==> config.mk <==
export PLATFORM = sky130hd
export DESIGN_NAME = frbc_top
export DESIGN_NICKNAME = d
export VERILOG_FILES = /design/src/rtl/frbc_pkg.sv /design/src/rtl/frbc_ramp_if.sv /design/src/rtl/frbc_sync.sv /design/src/rtl/frbc_ramp.sv /design/src/rtl/frbc_top.sv
export SDC_FILE = /design/constraint.sdc
export NUM_CORES = 2
export LEC_CHECK = 0
export ABC_AREA = 0
export BUFFER_PORTS_ARGS = -buffer_cell sky130_fd_sc_hd__buf_2
export CORE_MARGIN = 5
export CORE_UTILIZATION = 29
export CTS_CLUSTER_SIZE = 24
export DETAILED_ROUTE_END_ITERATION = 8
export HOLD_SLACK_MARGIN = 0.02
export PLACE_DENSITY = 0.44
export SLEW_MARGIN = 0
export SYNTH_ARGS = -nofsm -noshare
export SYNTH_HDL_FRONTEND = slang
export SYNTH_SLANG_ARGS = --single-unit
export TNS_END_PERCENT = 5
==> constraint.sdc <==
create_clock -name pclk -period 22.2 [get_ports pclk]
set_input_delay 1.11 -clock pclk [delete_from_list [all_inputs] [get_ports pclk]]
set_output_delay 1.11 -clock pclk [all_outputs]
set_load 0.05 [all_outputs]
==> src/rtl/frbc_pkg.sv <==
// Package: constants for the frequency ramp and brake control block
// -----------------------------------------------------------------------------
// Contract
// - Increment select sets ramp time range, step
// - Accel time spans 0 Hz to reference
// - Decel time spans reference down to 0 Hz
// - Alternate times apply only under second select
// - Alternate decel code 9999 reuses alternate accel
// - Reference frequency 1 to 400 Hz, default 60
// - Pattern A times refer to rated frequency
// - Pattern A above rated: quadratic time law
// - Zero ramp time gives 0.04 s ramp
// - Thermal current 0 to 500 A, zero disables
// - Alternate thermal under second select, 9999 off
// - Two smallest ratings default to 85 percent
// - Brake starts at entry frequency, default 3 Hz
// - Brake holds 0 to 10 s, default 0.5
// - Brake voltage 0 to 30 percent, default 6
// - Constant-torque motor moves factory voltage to 4
// - Start threshold 0 to 60 Hz, default 0.5
// - No start while command below start threshold
// - Threshold under lower limit starts at limit
// - Running output never below lower limit
// - Rated frequency programmable, default 60 Hz
// -----------------------------------------------------------------------------
package frbc_pkg;
	// -------------------------------------------------------------------------
	// Widths and timing
	// -------------------------------------------------------------------------
	localparam int FW              = 16;
	localparam int TW              = 19;
	localparam int AW              = 48;
	localparam int FREQ_SCALE      = 100;
	localparam int CLK_PERIOD_NS   = 100;
	localparam int TICK_PERIOD_NS  = 10_000_000;
	localparam int TICK_CYCLES     = TICK_PERIOD_NS / CLK_PERIOD_NS;
	localparam int TICK_MS         = 10;
	localparam int ZERO_RAMP_MS    = 40;
	localparam int ZERO_RAMP_TICKS = ZERO_RAMP_MS / TICK_MS;
	localparam int TIME_COARSE_MUL = 10;
	localparam int S_DEN           = 9;
	localparam int S_SQ            = 4;
	localparam int SMALL_RATINGS   = 2;
	localparam int SMALL_PCT       = 85;
	// -------------------------------------------------------------------------
	// Ranges and reset values (frequency 0.01 Hz, time in ticks or raw units)
	// -------------------------------------------------------------------------
	localparam logic [15:0] REF_MIN      = 16'(1 * FREQ_SCALE);
	localparam logic [15:0] REF_MAX      = 16'(400 * FREQ_SCALE);
	localparam logic [15:0] REF_DEF      = 16'(60 * FREQ_SCALE);
	localparam logic [15:0] RATED_DEF    = 16'(60 * FREQ_SCALE);
	localparam logic [15:0] LIMIT_MAX    = 16'(120 * FREQ_SCALE);
	localparam logic [15:0] ENTRY_DEF    = 16'(3 * FREQ_SCALE);
	localparam logic [15:0] START_MAX    = 16'(60 * FREQ_SCALE);
	localparam logic [15:0] START_DEF    = 16'(FREQ_SCALE / 2);
	localparam logic [15:0] HOLD_MAX     = 16'(10_000 / TICK_MS);
	localparam logic [15:0] HOLD_DEF     = 16'(500 / TICK_MS);
	localparam logic [15:0] TIME_MAX     = 16'(36000);
	localparam logic [15:0] TIME_DEF     = 16'(50);
	localparam logic [15:0] CURRENT_MAX  = 16'(500 * FREQ_SCALE);
	localparam logic [15:0] CODE_OFF     = 16'(9999);
	localparam logic [7:0]  VOLT_MAX     = 8'h1E;
	localparam logic [7:0]  VOLT_DEF     = 8'h06;
	localparam logic [7:0]  VOLT_CT      = 8'h04;
	localparam logic [1:0]  SHAPE_A      = 2'h1;
	localparam logic        MOTOR_CT     = 1'b1;
	// -------------------------------------------------------------------------
	// Register map (byte addresses) and fields
	// -------------------------------------------------------------------------
	localparam logic [7:0] OFF_CTRL      = 8'h00;
	localparam logic [7:0] OFF_FREQ_CMD  = 8'h04;
	localparam logic [7:0] OFF_ACCEL     = 8'h08;
	localparam logic [7:0] OFF_DECEL     = 8'h0C;
	localparam logic [7:0] OFF_ALT_ACC   = 8'h10;
	localparam logic [7:0] OFF_ALT_DEC   = 8'h14;
	localparam logic [7:0] OFF_REF       = 8'h18;
	localparam logic [7:0] OFF_RATED     = 8'h1C;
	localparam logic [7:0] OFF_LOWER     = 8'h20;
	localparam logic [7:0] OFF_START     = 8'h24;
	localparam logic [7:0] OFF_ENTRY     = 8'h28;
	localparam logic [7:0] OFF_HOLD      = 8'h2C;
	localparam logic [7:0] OFF_VOLT      = 8'h30;
	localparam logic [7:0] OFF_THERM     = 8'h34;
	localparam logic [7:0] OFF_ALT_THERM = 8'h38;
	localparam logic [7:0] OFF_STATUS    = 8'h3C;
	localparam logic [7:0] OFF_OUT_FREQ  = 8'h40;
	localparam int CTRL_INC_BIT   = 0;
	localparam int CTRL_SHAPE_LSB = 1;
	localparam int CTRL_MOTOR_BIT = 3;
endpackage

==> src/rtl/frbc_ramp_if.sv <==
// Interface: ramp accumulator request and step pulse
`timescale 1ns/1ns
interface frbc_ramp_if;
	logic                    tick;
	logic                    clear;
	logic [frbc_pkg::AW-1:0] inc;
	logic [frbc_pkg::AW-1:0] thr;
	logic                    step;
	modport ctrl (output tick, output clear, output inc, output thr, input step);
	modport gen  (input tick, input clear, input inc, input thr, output step);
endinterface

==> src/rtl/frbc_sync.sv <==
// Module: two-flip-flop synchroniser for pin inputs
`timescale 1ns/1ns
module frbc_sync #(
	parameter int W = 2
) (
	// Clock and reset
	input  wire logic         pclk,
	input  wire logic         presetn,
	// Levels
	input  wire logic [W-1:0] d,
	output logic      [W-1:0] q
);
	logic [W-1:0] meta_q;

	always_ff @(posedge pclk or negedge presetn)
	begin
		if (!presetn)
		begin
			meta_q <= '0;
			q      <= '0;
		end
		else
		begin
			meta_q <= d;
			q      <= meta_q;
		end
	end
endmodule // frbc_sync

==> src/rtl/frbc_ramp.sv <==
// Module: ramp accumulator that turns a rate into unit frequency steps
`timescale 1ns/1ns
module frbc_ramp (
	// Clock and reset
	input  wire logic pclk,
	input  wire logic presetn,
	// Request and step
	frbc_ramp_if.gen  rif
);
	import frbc_pkg::*;

	logic [AW-1:0] acc_q;
	logic [AW-1:0] acc_d;
	logic          hit;

	// Adds inc per tick and drains one threshold per clock, so many steps
	// can come out of one tick without a divider
	assign hit = acc_q >= rif.thr;

	always_comb
	begin
		acc_d = acc_q - (hit ? rif.thr : '0) + (rif.tick ? rif.inc : '0);
	end

	always_ff @(posedge pclk or negedge presetn)
	begin
		if (!presetn)
		begin
			acc_q    <= '0;
			rif.step <= 1'b0;
		end
		else
		begin
			acc_q    <= rif.clear ? '0 : acc_d;
			rif.step <= hit && !rif.clear;
		end
	end

	step_cause_a: assert property (@(posedge pclk) disable iff (!presetn)
		rif.step |-> $past(acc_q >= rif.thr) && !$past(rif.clear)) else $error("step without threshold");
endmodule // frbc_ramp

==> src/rtl/frbc_top.sv <==
// Module: output frequency ramp, start gating, DC brake and thermal settings
`timescale 1ns/1ns
module frbc_top #(
	parameter int TICK_CYCLES        = frbc_pkg::TICK_CYCLES,
	parameter int RATED_CURRENT      = 1000,
	parameter int DRIVE_RATING_INDEX = 0
) (
	// Clock and reset
	input  wire logic                  pclk,
	input  wire logic                  presetn,
	// APB slave
	input  wire logic                  psel,
	input  wire logic                  penable,
	input  wire logic                  pwrite,
	input  wire logic [7:0]            paddr,
	input  wire logic [31:0]           pwdata,
	output logic      [31:0]           prdata,
	output logic                       pready,
	output logic                       pslverr,
	// Drive pins
	input  wire logic                  start_in,
	input  wire logic                  second_set_select,
	// Power stage
	output logic      [frbc_pkg::FW-1:0] out_freq,
	output logic                       out_enable,
	output logic                       brake_active,
	output logic      [7:0]            brake_level,
	output logic      [15:0]           thermal_trip_current,
	output logic                       thermal_protect_enable
);
	import frbc_pkg::*;

	typedef enum logic [1:0] {ST_STOP, ST_RUN, ST_DECEL, ST_BRAKE} frbc_state_type;

	localparam int TCW = $clog2(TICK_CYCLES + 1);
	localparam int THERMAL_RST_INT = (DRIVE_RATING_INDEX < SMALL_RATINGS) ?
		RATED_CURRENT * SMALL_PCT / FREQ_SCALE : RATED_CURRENT;
	localparam logic [15:0] THERMAL_RST = 16'(THERMAL_RST_INT);

	// -------------------------------------------------------------------------
	// Helpers
	// -------------------------------------------------------------------------
	function automatic logic [15:0] clamp16(input logic [31:0] v, input logic [15:0] lo,
		input logic [15:0] hi);
		if (v < {16'h0000, lo})
			return lo;
		else if (v > {16'h0000, hi})
			return hi;
		else
			return v[15:0];
	endfunction

	// Ramp time in ticks; coarse units are ten ticks each
	function automatic logic [TW-1:0] time_ticks(input logic [15:0] raw, input logic fine);
		if (raw == 16'h0000)
			return TW'(ZERO_RAMP_TICKS);
		else if (fine)
			return TW'(raw);
		else
			return TW'(TW'(raw) * TW'(TIME_COARSE_MUL));
	endfunction

	// -------------------------------------------------------------------------
	// Pins and tick
	// -------------------------------------------------------------------------
	logic [1:0]     pins_s;
	logic           start_s;
	logic           second_s;
	logic [TCW-1:0] tick_cnt_q;
	logic           tick;

	frbc_sync #(.W(2)) u_sync (
		.pclk    (pclk),
		.presetn (presetn),
		.d       ({start_in, second_set_select}),
		.q       (pins_s)
	);
	assign start_s  = pins_s[1];
	assign second_s = pins_s[0];

	assign tick = tick_cnt_q == TCW'(TICK_CYCLES - 1);

	always_ff @(posedge pclk or negedge presetn)
	begin
		if (!presetn)
			tick_cnt_q <= '0;
		else if (tick)
			tick_cnt_q <= '0;
		else
			tick_cnt_q <= tick_cnt_q + 1'b1;
	end

	// -------------------------------------------------------------------------
	// Settings registers
	// -------------------------------------------------------------------------
	logic        inc_sel_q;
	logic [1:0]  shape_q;
	logic        motor_q;
	logic [15:0] freq_cmd_q;
	logic [15:0] accel_q;
	logic [15:0] decel_q;
	logic [15:0] alt_accel_q;
	logic [15:0] alt_decel_q;
	logic [15:0] ref_q;
	logic [15:0] rated_q;
	logic [15:0] lower_q;
	logic [15:0] start_thr_q;
	logic [15:0] entry_q;
	logic [15:0] hold_q;
	logic [7:0]  volt_q;
	logic        volt_factory_q;
	logic [15:0] therm_q;
	logic [15:0] alt_therm_q;
	logic        wr_en;
	logic        hit;
	logic [31:0] rd_data;
	logic [31:0] prdata_q;
	frbc_state_type state_q;
	logic [FW-1:0]  freq_q;

	assign wr_en   = psel && penable && pwrite;
	assign pready  = 1'b1;
	assign pslverr = psel && penable && !hit;
	assign prdata  = prdata_q;

	always_comb
	begin
		hit     = 1'b1;
		rd_data = '0;
		if (paddr == OFF_CTRL)
			rd_data = 32'({motor_q, shape_q, inc_sel_q});
		else if (paddr == OFF_FREQ_CMD)
			rd_data = 32'(freq_cmd_q);
		else if (paddr == OFF_ACCEL)
			rd_data = 32'(accel_q);
		else if (paddr == OFF_DECEL)
			rd_data = 32'(decel_q);
		else if (paddr == OFF_ALT_ACC)
			rd_data = 32'(alt_accel_q);
		else if (paddr == OFF_ALT_DEC)
			rd_data = 32'(alt_decel_q);
		else if (paddr == OFF_REF)
			rd_data = 32'(ref_q);
		else if (paddr == OFF_RATED)
			rd_data = 32'(rated_q);
		else if (paddr == OFF_LOWER)
			rd_data = 32'(lower_q);
		else if (paddr == OFF_START)
			rd_data = 32'(start_thr_q);
		else if (paddr == OFF_ENTRY)
			rd_data = 32'(entry_q);
		else if (paddr == OFF_HOLD)
			rd_data = 32'(hold_q);
		else if (paddr == OFF_VOLT)
			rd_data = 32'(volt_q);
		else if (paddr == OFF_THERM)
			rd_data = 32'(therm_q);
		else if (paddr == OFF_ALT_THERM)
			rd_data = 32'(alt_therm_q);
		else if (paddr == OFF_STATUS)
			rd_data = 32'({thermal_protect_enable, brake_active, second_s, state_q});
		else if (paddr == OFF_OUT_FREQ)
			rd_data = 32'(freq_q);
		else
			hit = 1'b0;
	end

	// Read data is caught in the setup cycle so the access phase needs no wait
	always_ff @(posedge pclk or negedge presetn)
	begin
		if (!presetn)
			prdata_q <= '0;
		else if (psel && !penable && !pwrite)
			prdata_q <= rd_data;
	end

	always_ff @(posedge pclk or negedge presetn)
	begin
		if (!presetn)
		begin
			inc_sel_q      <= 1'b0;
			shape_q        <= '0;
			motor_q        <= 1'b0;
			freq_cmd_q     <= '0;
			accel_q        <= TIME_DEF;
			decel_q        <= TIME_DEF;
			alt_accel_q    <= TIME_DEF;
			alt_decel_q    <= CODE_OFF;
			ref_q          <= REF_DEF;
			rated_q        <= RATED_DEF;
			lower_q        <= '0;
			start_thr_q    <= START_DEF;
			entry_q        <= ENTRY_DEF;
			hold_q         <= HOLD_DEF;
			volt_q         <= VOLT_DEF;
			volt_factory_q <= 1'b1;
			therm_q        <= THERMAL_RST;
			alt_therm_q    <= CODE_OFF;
		end
		else if (wr_en && hit)
		begin
			if (paddr == OFF_CTRL)
			begin
				inc_sel_q <= pwdata[CTRL_INC_BIT];
				shape_q   <= pwdata[CTRL_SHAPE_LSB +: 2];
				motor_q   <= pwdata[CTRL_MOTOR_BIT];
				if (pwdata[CTRL_MOTOR_BIT] == MOTOR_CT && motor_q != MOTOR_CT && volt_factory_q)
				begin
					volt_q         <= VOLT_CT;
					volt_factory_q <= 1'b0;
				end
			end
			else if (paddr == OFF_FREQ_CMD)
				freq_cmd_q <= clamp16(pwdata, '0, REF_MAX);
			else if (paddr == OFF_ACCEL)
				accel_q <= clamp16(pwdata, '0, TIME_MAX);
			else if (paddr == OFF_DECEL)
				decel_q <= clamp16(pwdata, '0, TIME_MAX);
			else if (paddr == OFF_ALT_ACC)
				alt_accel_q <= clamp16(pwdata, '0, TIME_MAX);
			else if (paddr == OFF_ALT_DEC)
				alt_decel_q <= (pwdata == 32'(CODE_OFF)) ? CODE_OFF : clamp16(pwdata, '0, TIME_MAX);
			else if (paddr == OFF_REF)
				ref_q <= clamp16(pwdata, REF_MIN, REF_MAX);
			else if (paddr == OFF_RATED)
				rated_q <= clamp16(pwdata, REF_MIN, REF_MAX);
			else if (paddr == OFF_LOWER)
				lower_q <= clamp16(pwdata, '0, LIMIT_MAX);
			else if (paddr == OFF_START)
				start_thr_q <= clamp16(pwdata, '0, START_MAX);
			else if (paddr == OFF_ENTRY)
				entry_q <= clamp16(pwdata, '0, LIMIT_MAX);
			else if (paddr == OFF_HOLD)
				hold_q <= clamp16(pwdata, '0, HOLD_MAX);
			else if (paddr == OFF_VOLT)
			begin
				volt_q         <= 8'(clamp16(pwdata, '0, 16'(VOLT_MAX)));
				volt_factory_q <= 1'b0;
			end
			else if (paddr == OFF_THERM)
				therm_q <= clamp16(pwdata, '0, CURRENT_MAX);
			else if (paddr == OFF_ALT_THERM)
				alt_therm_q <= (pwdata == 32'(CODE_OFF)) ? CODE_OFF : clamp16(pwdata, '0, CURRENT_MAX);
		end
	end

	// -------------------------------------------------------------------------
	// Ramp rate selection
	// -------------------------------------------------------------------------
	logic [TW-1:0] accel_ticks;
	logic [TW-1:0] decel_ticks;
	logic [TW-1:0] t_act;
	logic [15:0]   eff_cmd;
	logic [15:0]   target;
	logic          start_ok;
	logic          up;
	logic          down;
	logic          dir_q;
	frbc_ramp_if   rif ();

	always_comb
	begin
		accel_ticks = time_ticks(second_s ? alt_accel_q : accel_q, inc_sel_q);
		if (!second_s)
			decel_ticks = time_ticks(decel_q, inc_sel_q);
		else if (alt_decel_q == CODE_OFF)
			decel_ticks = time_ticks(alt_accel_q, inc_sel_q);
		else
			decel_ticks = time_ticks(alt_decel_q, inc_sel_q);
	end

	// A command below the lower limit is lifted to it
	assign eff_cmd  = (freq_cmd_q < lower_q) ? lower_q : freq_cmd_q;
	assign start_ok = start_s && (eff_cmd >= start_thr_q);
	assign target   = (state_q == ST_RUN) ? eff_cmd : '0;
	assign up       = (state_q == ST_RUN) && (freq_q < target);
	assign down     = (state_q == ST_RUN || state_q == ST_DECEL) && (freq_q > target);
	assign t_act    = up ? accel_ticks : decel_ticks;

	// Rate is inc/thr LSBs per tick; pattern A uses the rated frequency as
	// reference and above it slows so the total time follows the quadratic law
	always_comb
	begin
		rif.tick  = tick && (up || down);
		rif.clear = !(up || down) || (up != dir_q);
		if (shape_q == SHAPE_A)
		begin
			rif.inc = AW'(S_DEN) * AW'(rated_q) * AW'(rated_q);
			if (freq_q >= rated_q)
				rif.thr = AW'(2 * S_SQ) * AW'(freq_q) * AW'(t_act);
			else
				rif.thr = AW'(S_DEN) * AW'(rated_q) * AW'(t_act);
		end
		else
		begin
			rif.inc = AW'(ref_q);
			rif.thr = AW'(t_act);
		end
	end

	frbc_ramp u_ramp (
		.pclk    (pclk),
		.presetn (presetn),
		.rif     (rif)
	);

	// -------------------------------------------------------------------------
	// Run, decelerate and brake sequence
	// -------------------------------------------------------------------------
	logic [15:0] hold_cnt_q;
	logic [15:0] brake_seen_q;

	always_ff @(posedge pclk or negedge presetn)
	begin
		if (!presetn)
			dir_q <= 1'b0;
		else
			dir_q <= up;
	end

	always_ff @(posedge pclk or negedge presetn)
	begin
		if (!presetn)
		begin
			state_q    <= ST_STOP;
			freq_q     <= '0;
			hold_cnt_q <= '0;
		end
		else
		begin
			case (state_q)
				ST_STOP:
				begin
					freq_q <= '0;
					if (start_ok)
					begin
						state_q <= ST_RUN;
						freq_q  <= (lower_q > start_thr_q) ? lower_q : start_thr_q;
					end
				end
				ST_RUN:
				begin
					if (!start_s)
						state_q <= ST_DECEL;
					else if (freq_q < lower_q)
						freq_q <= lower_q;
					else if (rif.step && up)
						freq_q <= freq_q + 1'b1;
					else if (rif.step && down)
						freq_q <= freq_q - 1'b1;
				end
				ST_DECEL:
				begin
					if (freq_q <= entry_q)
					begin
						freq_q     <= '0;
						hold_cnt_q <= '0;
						state_q    <= (hold_q != '0) ? ST_BRAKE : ST_STOP;
					end
					else if (start_ok)
						state_q <= ST_RUN;
					else if (rif.step && down)
						freq_q <= freq_q - 1'b1;
				end
				ST_BRAKE:
				begin
					freq_q <= '0;
					if (tick)
					begin
						if (hold_cnt_q + 1'b1 >= hold_q)
							state_q <= ST_STOP;
						else
							hold_cnt_q <= hold_cnt_q + 1'b1;
					end
				end
				default:
					state_q <= ST_STOP;
			endcase
		end
	end

	// Thermal setting is registered so the power stage sees a clean word
	always_ff @(posedge pclk or negedge presetn)
	begin
		if (!presetn)
			thermal_trip_current <= THERMAL_RST;
		else if (second_s && alt_therm_q != CODE_OFF)
			thermal_trip_current <= alt_therm_q;
		else
			thermal_trip_current <= therm_q;
	end

	assign thermal_protect_enable = thermal_trip_current != '0;
	assign out_freq     = freq_q;
	assign out_enable   = state_q == ST_RUN || state_q == ST_DECEL;
	assign brake_active = state_q == ST_BRAKE;
	assign brake_level  = brake_active ? volt_q : '0;

	// -------------------------------------------------------------------------
	// Checks
	// -------------------------------------------------------------------------
	always_ff @(posedge pclk or negedge presetn)
	begin
		if (!presetn)
			brake_seen_q <= '0;
		else if (state_q != ST_BRAKE)
			brake_seen_q <= '0;
		else if (tick)
			brake_seen_q <= brake_seen_q + 1'b1;
	end

	start_gate_a: assert property (@(posedge pclk) disable iff (!presetn)
		$rose(out_enable) && $past(state_q) == ST_STOP |-> $past(eff_cmd >= start_thr_q) && $past(start_s))
		else $error("output started below threshold");

	lower_limit_a: assert property (@(posedge pclk) disable iff (!presetn)
		state_q == ST_RUN && $past(state_q) == ST_RUN && $stable(lower_q) |-> freq_q >= lower_q)
		else $error("running output below lower limit");

	brake_entry_a: assert property (@(posedge pclk) disable iff (!presetn)
		state_q == ST_DECEL && freq_q <= entry_q && hold_q != '0 |=> brake_active && out_freq == '0)
		else $error("brake not entered at entry frequency");

	brake_hold_a: assert property (@(posedge pclk) disable iff (!presetn)
		$fell(brake_active) && $stable(hold_q) |-> brake_seen_q == hold_q && state_q == ST_STOP)
		else $error("brake hold length wrong");

	stop_idle_a: assert property (@(posedge pclk) disable iff (!presetn)
		state_q == ST_STOP && $past(state_q) == ST_STOP |-> out_freq == '0 && !out_enable && brake_level == '0)
		else $error("output present while stopped");

	zero_ramp_a: assert property (@(posedge pclk) disable iff (!presetn)
		!second_s && accel_q == '0 |-> accel_ticks == TW'(ZERO_RAMP_TICKS))
		else $error("zero ramp time not four ticks");

	alt_decel_a: assert property (@(posedge pclk) disable iff (!presetn)
		second_s && alt_decel_q == CODE_OFF && !inc_sel_q && alt_accel_q != '0
		|-> decel_ticks == TW'(alt_accel_q) * TW'(TIME_COARSE_MUL))
		else $error("alternate decel not taken from accel");

	volt_auto_a: assert property (@(posedge pclk) disable iff (!presetn)
		wr_en && paddr == OFF_CTRL && pwdata[CTRL_MOTOR_BIT] && !motor_q && volt_factory_q
		|=> volt_q == VOLT_CT ##1 $stable(volt_q))
		else $error("brake voltage not moved to 4 percent");

	thermal_sel_a: assert property (@(posedge pclk) disable iff (!presetn)
		$stable(second_s) && $stable(alt_therm_q) && $stable(therm_q) && !second_s
		|-> thermal_trip_current == therm_q)
		else $error("alternate thermal current leaked");

	ref_range_a: assert property (@(posedge pclk) disable iff (!presetn)
		ref_q >= REF_MIN && ref_q <= REF_MAX)
		else $error("reference frequency out of range");
endmodule // frbc_top

* Word-level counts from Yosys, hierarchy flattened
Cells that the tools add are included.
W data, S select, Z words.
** Operators by class
- Add/subtract/negate cells :: 6
- Multiply operators :: 8
- Order comparisons :: 19
- Eq/ne operators :: 44
- Muxes and demuxes :: 122
- Bitwise logic cells :: 15
- Reductions and logical operators :: 52
** Operators by type and width (count)
- $mux W16 :: 45
- $mux W19 :: 11
- $mux W48 :: 3
- $mux W8 :: 17
- $gt A32 B16 Y1 const B :: 3
- $mul A16 B3 Y18 const B :: 4
- $mux W36 :: 2
- $eq A8 B6 Y1 const B :: 8
- $logic_not A16 Y1 :: 4
- $mux W32 :: 2
- $pmux W16 S4 :: 1
- $add A48 B48 Y48 :: 1
- $ge A16 B16 Y1 :: 3
- $ge A48 B48 Y1 :: 1
- $lt A16 B16 Y1 :: 3
- $sub A48 B48 Y48 :: 1
- $mul A20 B19 Y39 :: 1
- $mux W39 :: 1
- $mul A20 B16 Y36 :: 1
- $mul A16 B19 Y35 :: 1
- $add A16 B1 Y16 const B :: 2
- $eq A32 B14 Y1 const B :: 1
- $eq A8 B5 Y1 const B :: 4
- $gt A16 B16 Y1 :: 2
- 50 further kinds :: 144
** Storage, ports and cells
- Register bits :: 374
- Output and inout bits :: 77

* Depth between registers and ports, before layout
- Word-level depth :: 20
- Gate-level depth with buffers :: 76
- Gate-level depth less buffers :: 71

* Hierarchy
Synthesis repeated with hierarchy kept, for this count alone.
** Second synthesis, totals
- Cells, all modules :: 7863
- Area total of the unflattened synthesis :: 65049.9 um^2
** Modules (own cells, without submodules)
- frbc_top :: times used 1, cells an instance 6879, area an instance 57476.4 um^2
- frbc_ramp :: times used 1, cells an instance 980, area an instance 7473.4 um^2
- frbc_sync :: times used 1, cells an instance 4, area an instance 100.1 um^2

* Least setup slack after synthesis
No wires, ideal clock.
- Path type :: register to register
- Start :: reg lower_q[1]
- End :: reg u_ramp.acc_q[39]
- Arrival :: 15.356 ns
- Path slack :: 6.712 ns
- Stages on the path, launching flop included :: 71
- Clock period less this slack :: 15.488 ns
- Cells stage by stage :: dfrtp_1 inv_1 ha_1 a21o_1 a21o_1 a21o_1 a21o_1 a21o_1 a211oi_1 o31a_1 o21ai_1 clkbuf_1 mux2_2 nand2_1 ha_1 and3_1 a221o_1 a221oi_2 (+35 left out) a32o_1 clkbuf_1 nor2_1 fa_1 inv_1 ha_1 clkbuf_1 a21o_1 a221oi_1 o21ai_0 a221o_1 a31oi_1 o221ai_1 a221oi_2 o21ba_2 o21ai_0 xnor2_1 nor2_1
** On the way
- Word-level cells in the longest chain between the ends :: 14
** Ends and longest elaborated chain
- from (decl) :: line frbc_top.sv:106 : logic [15:0] lower_q;
- from (signal assigned) :: line frbc_top.sv:228 : lower_q <= clamp16(pwdata, '0, LIMIT_MAX);
- $lt A16 B16 Y1 :: line frbc_top.sv:273 : assign eff_cmd = (freq_cmd_q < lower_q) ? lower_q : freq_cmd_q;
- $mux W16 (*) :: line frbc_top.sv:273
- $mux W16 (*) :: line frbc_top.sv:275 : assign target = (state_q == ST_RUN) ? eff_cmd : '0;
- $lt A16 B16 Y1 :: line frbc_top.sv:276 : assign up = (state_q == ST_RUN) && (freq_q < target);
- $logic_and A1 B1 Y1 :: line frbc_top.sv:276
- $mux W19 :: line frbc_top.sv:278 : assign t_act = up ? accel_ticks : decel_ticks;
- $mul A20 B19 Y39 / $mul A16 B19 Y35 (equally long branches) :: line frbc_top.sv:292, frbc_top.sv:290
- $mux W39 :: line frbc_top.sv:289 : if (freq_q >= rated_q)
- $mux W48 :: line frbc_top.sv:286 : if (shape_q == SHAPE_A)
- $ge A48 B48 Y1 :: line frbc_ramp.sv:18 : assign hit = acc_q >= rif.thr;
- $mux W48 :: line frbc_ramp.sv:22 : acc_d = acc_q - (hit ? rif.thr : '0) + (rif.tick ? rif.inc : '0);
- $sub A48 B48 Y48 :: line frbc_ramp.sv:22
- $add A48 B48 Y48 :: line frbc_ramp.sv:22
- $mux W48 (*) :: line frbc_ramp.sv:34 : acc_q <= rif.clear ? '0 : acc_d;
- to (signal assigned) :: line frbc_ramp.sv:34
- to (decl) :: line frbc_ramp.sv:12 : logic [AW-1:0] acc_q;
Mark *: on every way between the ends. The rest lies on a longest branch, timed or not.
A chain may end at the register's enable or synchronous reset.

* Worst setup path after layout
Ends and elaborated chain as after synthesis.

==> impl_metrics.tcl <==
set metrics [dict create \
    reg2regPathDepth 66 \
    numCtsBuffers 40 \
    setup_tns_ns 0 \
    most-common-layout-cells "inv_1, nand2_1, fa_1, ha_1, nor2_1" \
    synth_area_leaders "fa_1, ha_1, dfrtp_1, inv_1, nand2_1" \
    clockBufferDepth 3 \
    tritoncts "yes" \
    via_count 55090 \
    cp_max_fo 27 \
    final_common_cell "inv_1" \
    drt_first_pass_iters 6 \
    async_reset_ff_frac 1.000 \
    synth_area_per_cell_sq_um 8.334 \
    drv_cap 0 \
    slew_headroom 0.07054 \
    hold_viol 0 \
    cts_sinks 358 \
    grt_pass1_vias 57550 \
    drv_slew 0 \
    initial_core_util 0.2912 \
    r2r_end "u_ramp.acc_q[39]" \
    worst_pin_slew_ns 1.380 \
    hold_path_end "u_sync.q[0]" \
    die-height_um 479.7 \
    dp_hpwl_mm 206.4 \
    gp_routability_congestion 0.9357 \
    synth_cell_types 106 \
    coreArea_sq_um 219700 \
    power_frac_comb 0.588 \
    p_int_mw 1.746 \
    drive_above_1_share 0.07049 \
    cp-end-kind "flop" \
    cts_resized 0 \
    setup_slack_ns 2.724 \
    p_clk_frac 0.204 \
    numPortBuffers 106 \
    p_per_area_nw_per_um2 51.12 \
    path_common_cell "a21o_1" \
    ys_ff_latch 358 \
    synthFlopType "dfrtp_1" \
    setup_viol 0 \
    fp.dieW_um 479.7 \
    finalCriticalPeriod_ns 19.48 \
    largest_reg_flops 48 \
    rrSetupSlack_ns 2.72 \
    finClkSkew_ns 0.03095 \
    grt_remaining_overflow 0 \
    largestRegisters "u_ramp.acc_q (48), tick_cnt_q (17)" \
    final_util 0.3166 \
    outcome "finished clean" \
    worstSetupPathType "flop to flop" \
    grt_usage 0.2294 \
    period_share 0.8773 \
    finalNonFillerCells 10610 \
    sw_frac_of_total 0.5089 \
    ir_drop_mv 0.05662 \
    synth_enable_flop_cells 0 \
    drt.antenna.violating_nets 0 \
    p_seq_frac 0.208 \
    grt_setup_unrepaired "false" \
    regMostFlops "u_ramp.acc_q" \
    cts-root-buf "clkbuf_16" \
    clkTransAtPathRegs_ns 0.07 \
    required_ns 22.68 \
    synth_top_area_share 0.2600 \
    synth_warnings 0 \
    worstHoldPathCells 0 \
    fmax_ghz 0.05135 \
    synthesis.area_sq_um 63990 \
    dpl.cell_count 10530 \
    crit_arrival_ns 19.96 \
    switching_power_mw 1.810 \
    p_leak_nw 33.92 \
    grt_max_degree 153 \
    synth_largest_area_cell "fa_1" \
    drtIter0Drc 4766 \
    htreeDepth 2 \
    r2r-start "lower_q[1]" \
    worst_hold_path_type "flop to flop" \
    critPathMaxStageDelay_ns 0.77 \
    cts-hold-fix-buffers 0 \
    routed_wl_mm 266.6 \
    min_from "u_sync.meta_q[0]" \
    area_growth_pct 8.721 \
    crit_path_top_delay_cell "nand3_2" \
    vias_per_cell 5.193 \
    cts_setup_buffers 0 \
    wl_per_cell_um 25.13 \
    ios 124 \
    layout.nets 9201 \
    rows 172 \
    yosysSeqAreaShare 0.1412 \
    synthCells 7678 \
    pre_cts_slack_ns 2.802 \
    dieArea_sq_um 230200 \
    antenna_found_initial 20 \
    cp-start-kind "flop" \
    drc 0 \
    grt_pass1_wl_mm 395.3 \
    clock_latency_ns 0.62 \
]
==> kinds of logic (layout without fill, tap and decap cells) <==
family,after synthesis,count (layout),share of synthesized area
xor+xnor,222,222,0.03039
flops,358,358,0.1412
other cells,2,21,0.0001174
buf+inv,1644,1598,0.09864
mux,74,74,0.01249
simple gates,2471,2471,0.1809
fa+ha+maj,1539,1539,0.3984
compound gates,1368,1368,0.1378
==> critical path, delay by kind of cell, from the launching register on <==
| family | cells | cell delay [ns] |
|---|---|---|
| compound gates | 33 | 8.82 |
| xor+xnor | 2 | 0.41 |
| fa+ha+maj | 12 | 5.20 |
| buf+inv | 8 | 1.74 |
| flops | 1 | 0.45 |
| mux | 2 | 0.50 |
| simple gates | 9 | 2.10 |
==> Yosys cell counts, drive strengths merged (26+ instances only) <==
cell type  count
a211oi        41
a21o         140
a21oi        283
a221oi        26
a22oi         42
a31oi         57
and2         225
and3          57
buf           68
clkbuf       311
dfrtp        296
dfstp         62
fa           831
ha           708
inv         1261
mux2          47
mux2i         27
nand2       1037
nand2b       140
nand3        111
nand4         52
nor2         471
nor2b         81
nor3         129
nor4          53
o211ai        38
o21a          43
o21ai        432
o21bai        26
o221ai        38
o31ai         26
or3           37
xnor2        118
xor2         104
==> cell type report <==
cell class                 instances  area (sq um)
timing repair buffer             259          1714
multi-input combinational       5691         48970
fill                           23490        150200
antenna                            4         10.01
clock buffer                      55          1127
clock inverter                    19         254.0
sequential                       358          9044
inverter                        1265          4748
tap                             2958          3701
==> layer usage <==
| layer | up-vias | share of wire | track usage | routed length [um] |
|---|---|---|---|---|
| met5 | - | 0.000083 | 0 | 22 |
| met2 | 1761 | 0.46 | 0.3762 | 122200 |
| li1 | 24860 | - | - | - |
| met3 | 407 | 0.051 | 0.02300 | 13480 |
| met1 | 28070 | 0.45 | 0.3146 | 119400 |
| met4 | 4 | 0.043 | 0.08224 | 11490 |
==> metrics by stage <==
step           total power [mW]  hold slack (ns)  cell area (sq um)
3_3_place_gp              2.830           0.3349              68180
5_1_grt                   3.781           0.3634              69560
2_1_floorplan             2.067           0.3312              64050
6_report                  3.556           0.3522              69570
4_1_cts                   3.561           0.3556              69560
3_5_place_dp              2.823           0.3417              68180
==> how the worst max path moves through the flow <==
| stage | startpoint | end | slack (ns) | depth (start not counted) |
|---|---|---|---|---|
| finish | lower_q[1] | u_ramp.acc_q[39] | 2.72 | 66 |
| floorplan | lower_q[1] | u_ramp.acc_q[39] | 6.71 | 70 |
| CTS | lower_q[1] | u_ramp.acc_q[39] | 2.73 | 66 |
| global route | lower_q[1] | u_ramp.acc_q[39] | 1.48 | 65 |
| global placement | lower_q[1] | u_ramp.acc_q[39] | 2.96 | 65 |
| detailed placement | lower_q[1] | u_ramp.acc_q[39] | 2.80 | 66 |
==> power groups by stage <==
| stage | clock network, mW | logic (mW) | registers [mW] |
|---|---|---|---|
| 2_1_floorplan | 0 | 1.29 | 0.775 |
| 3_3_place_gp | 0 | 2.08 | 0.752 |
| 3_5_place_dp | 0 | 2.07 | 0.751 |
| 4_1_cts | 0.738 | 2.08 | 0.740 |
| 5_1_grt | 0.759 | 2.28 | 0.743 |
| 6_report | 0.724 | 2.09 | 0.741 |
(Power assumes the default switching activity.)
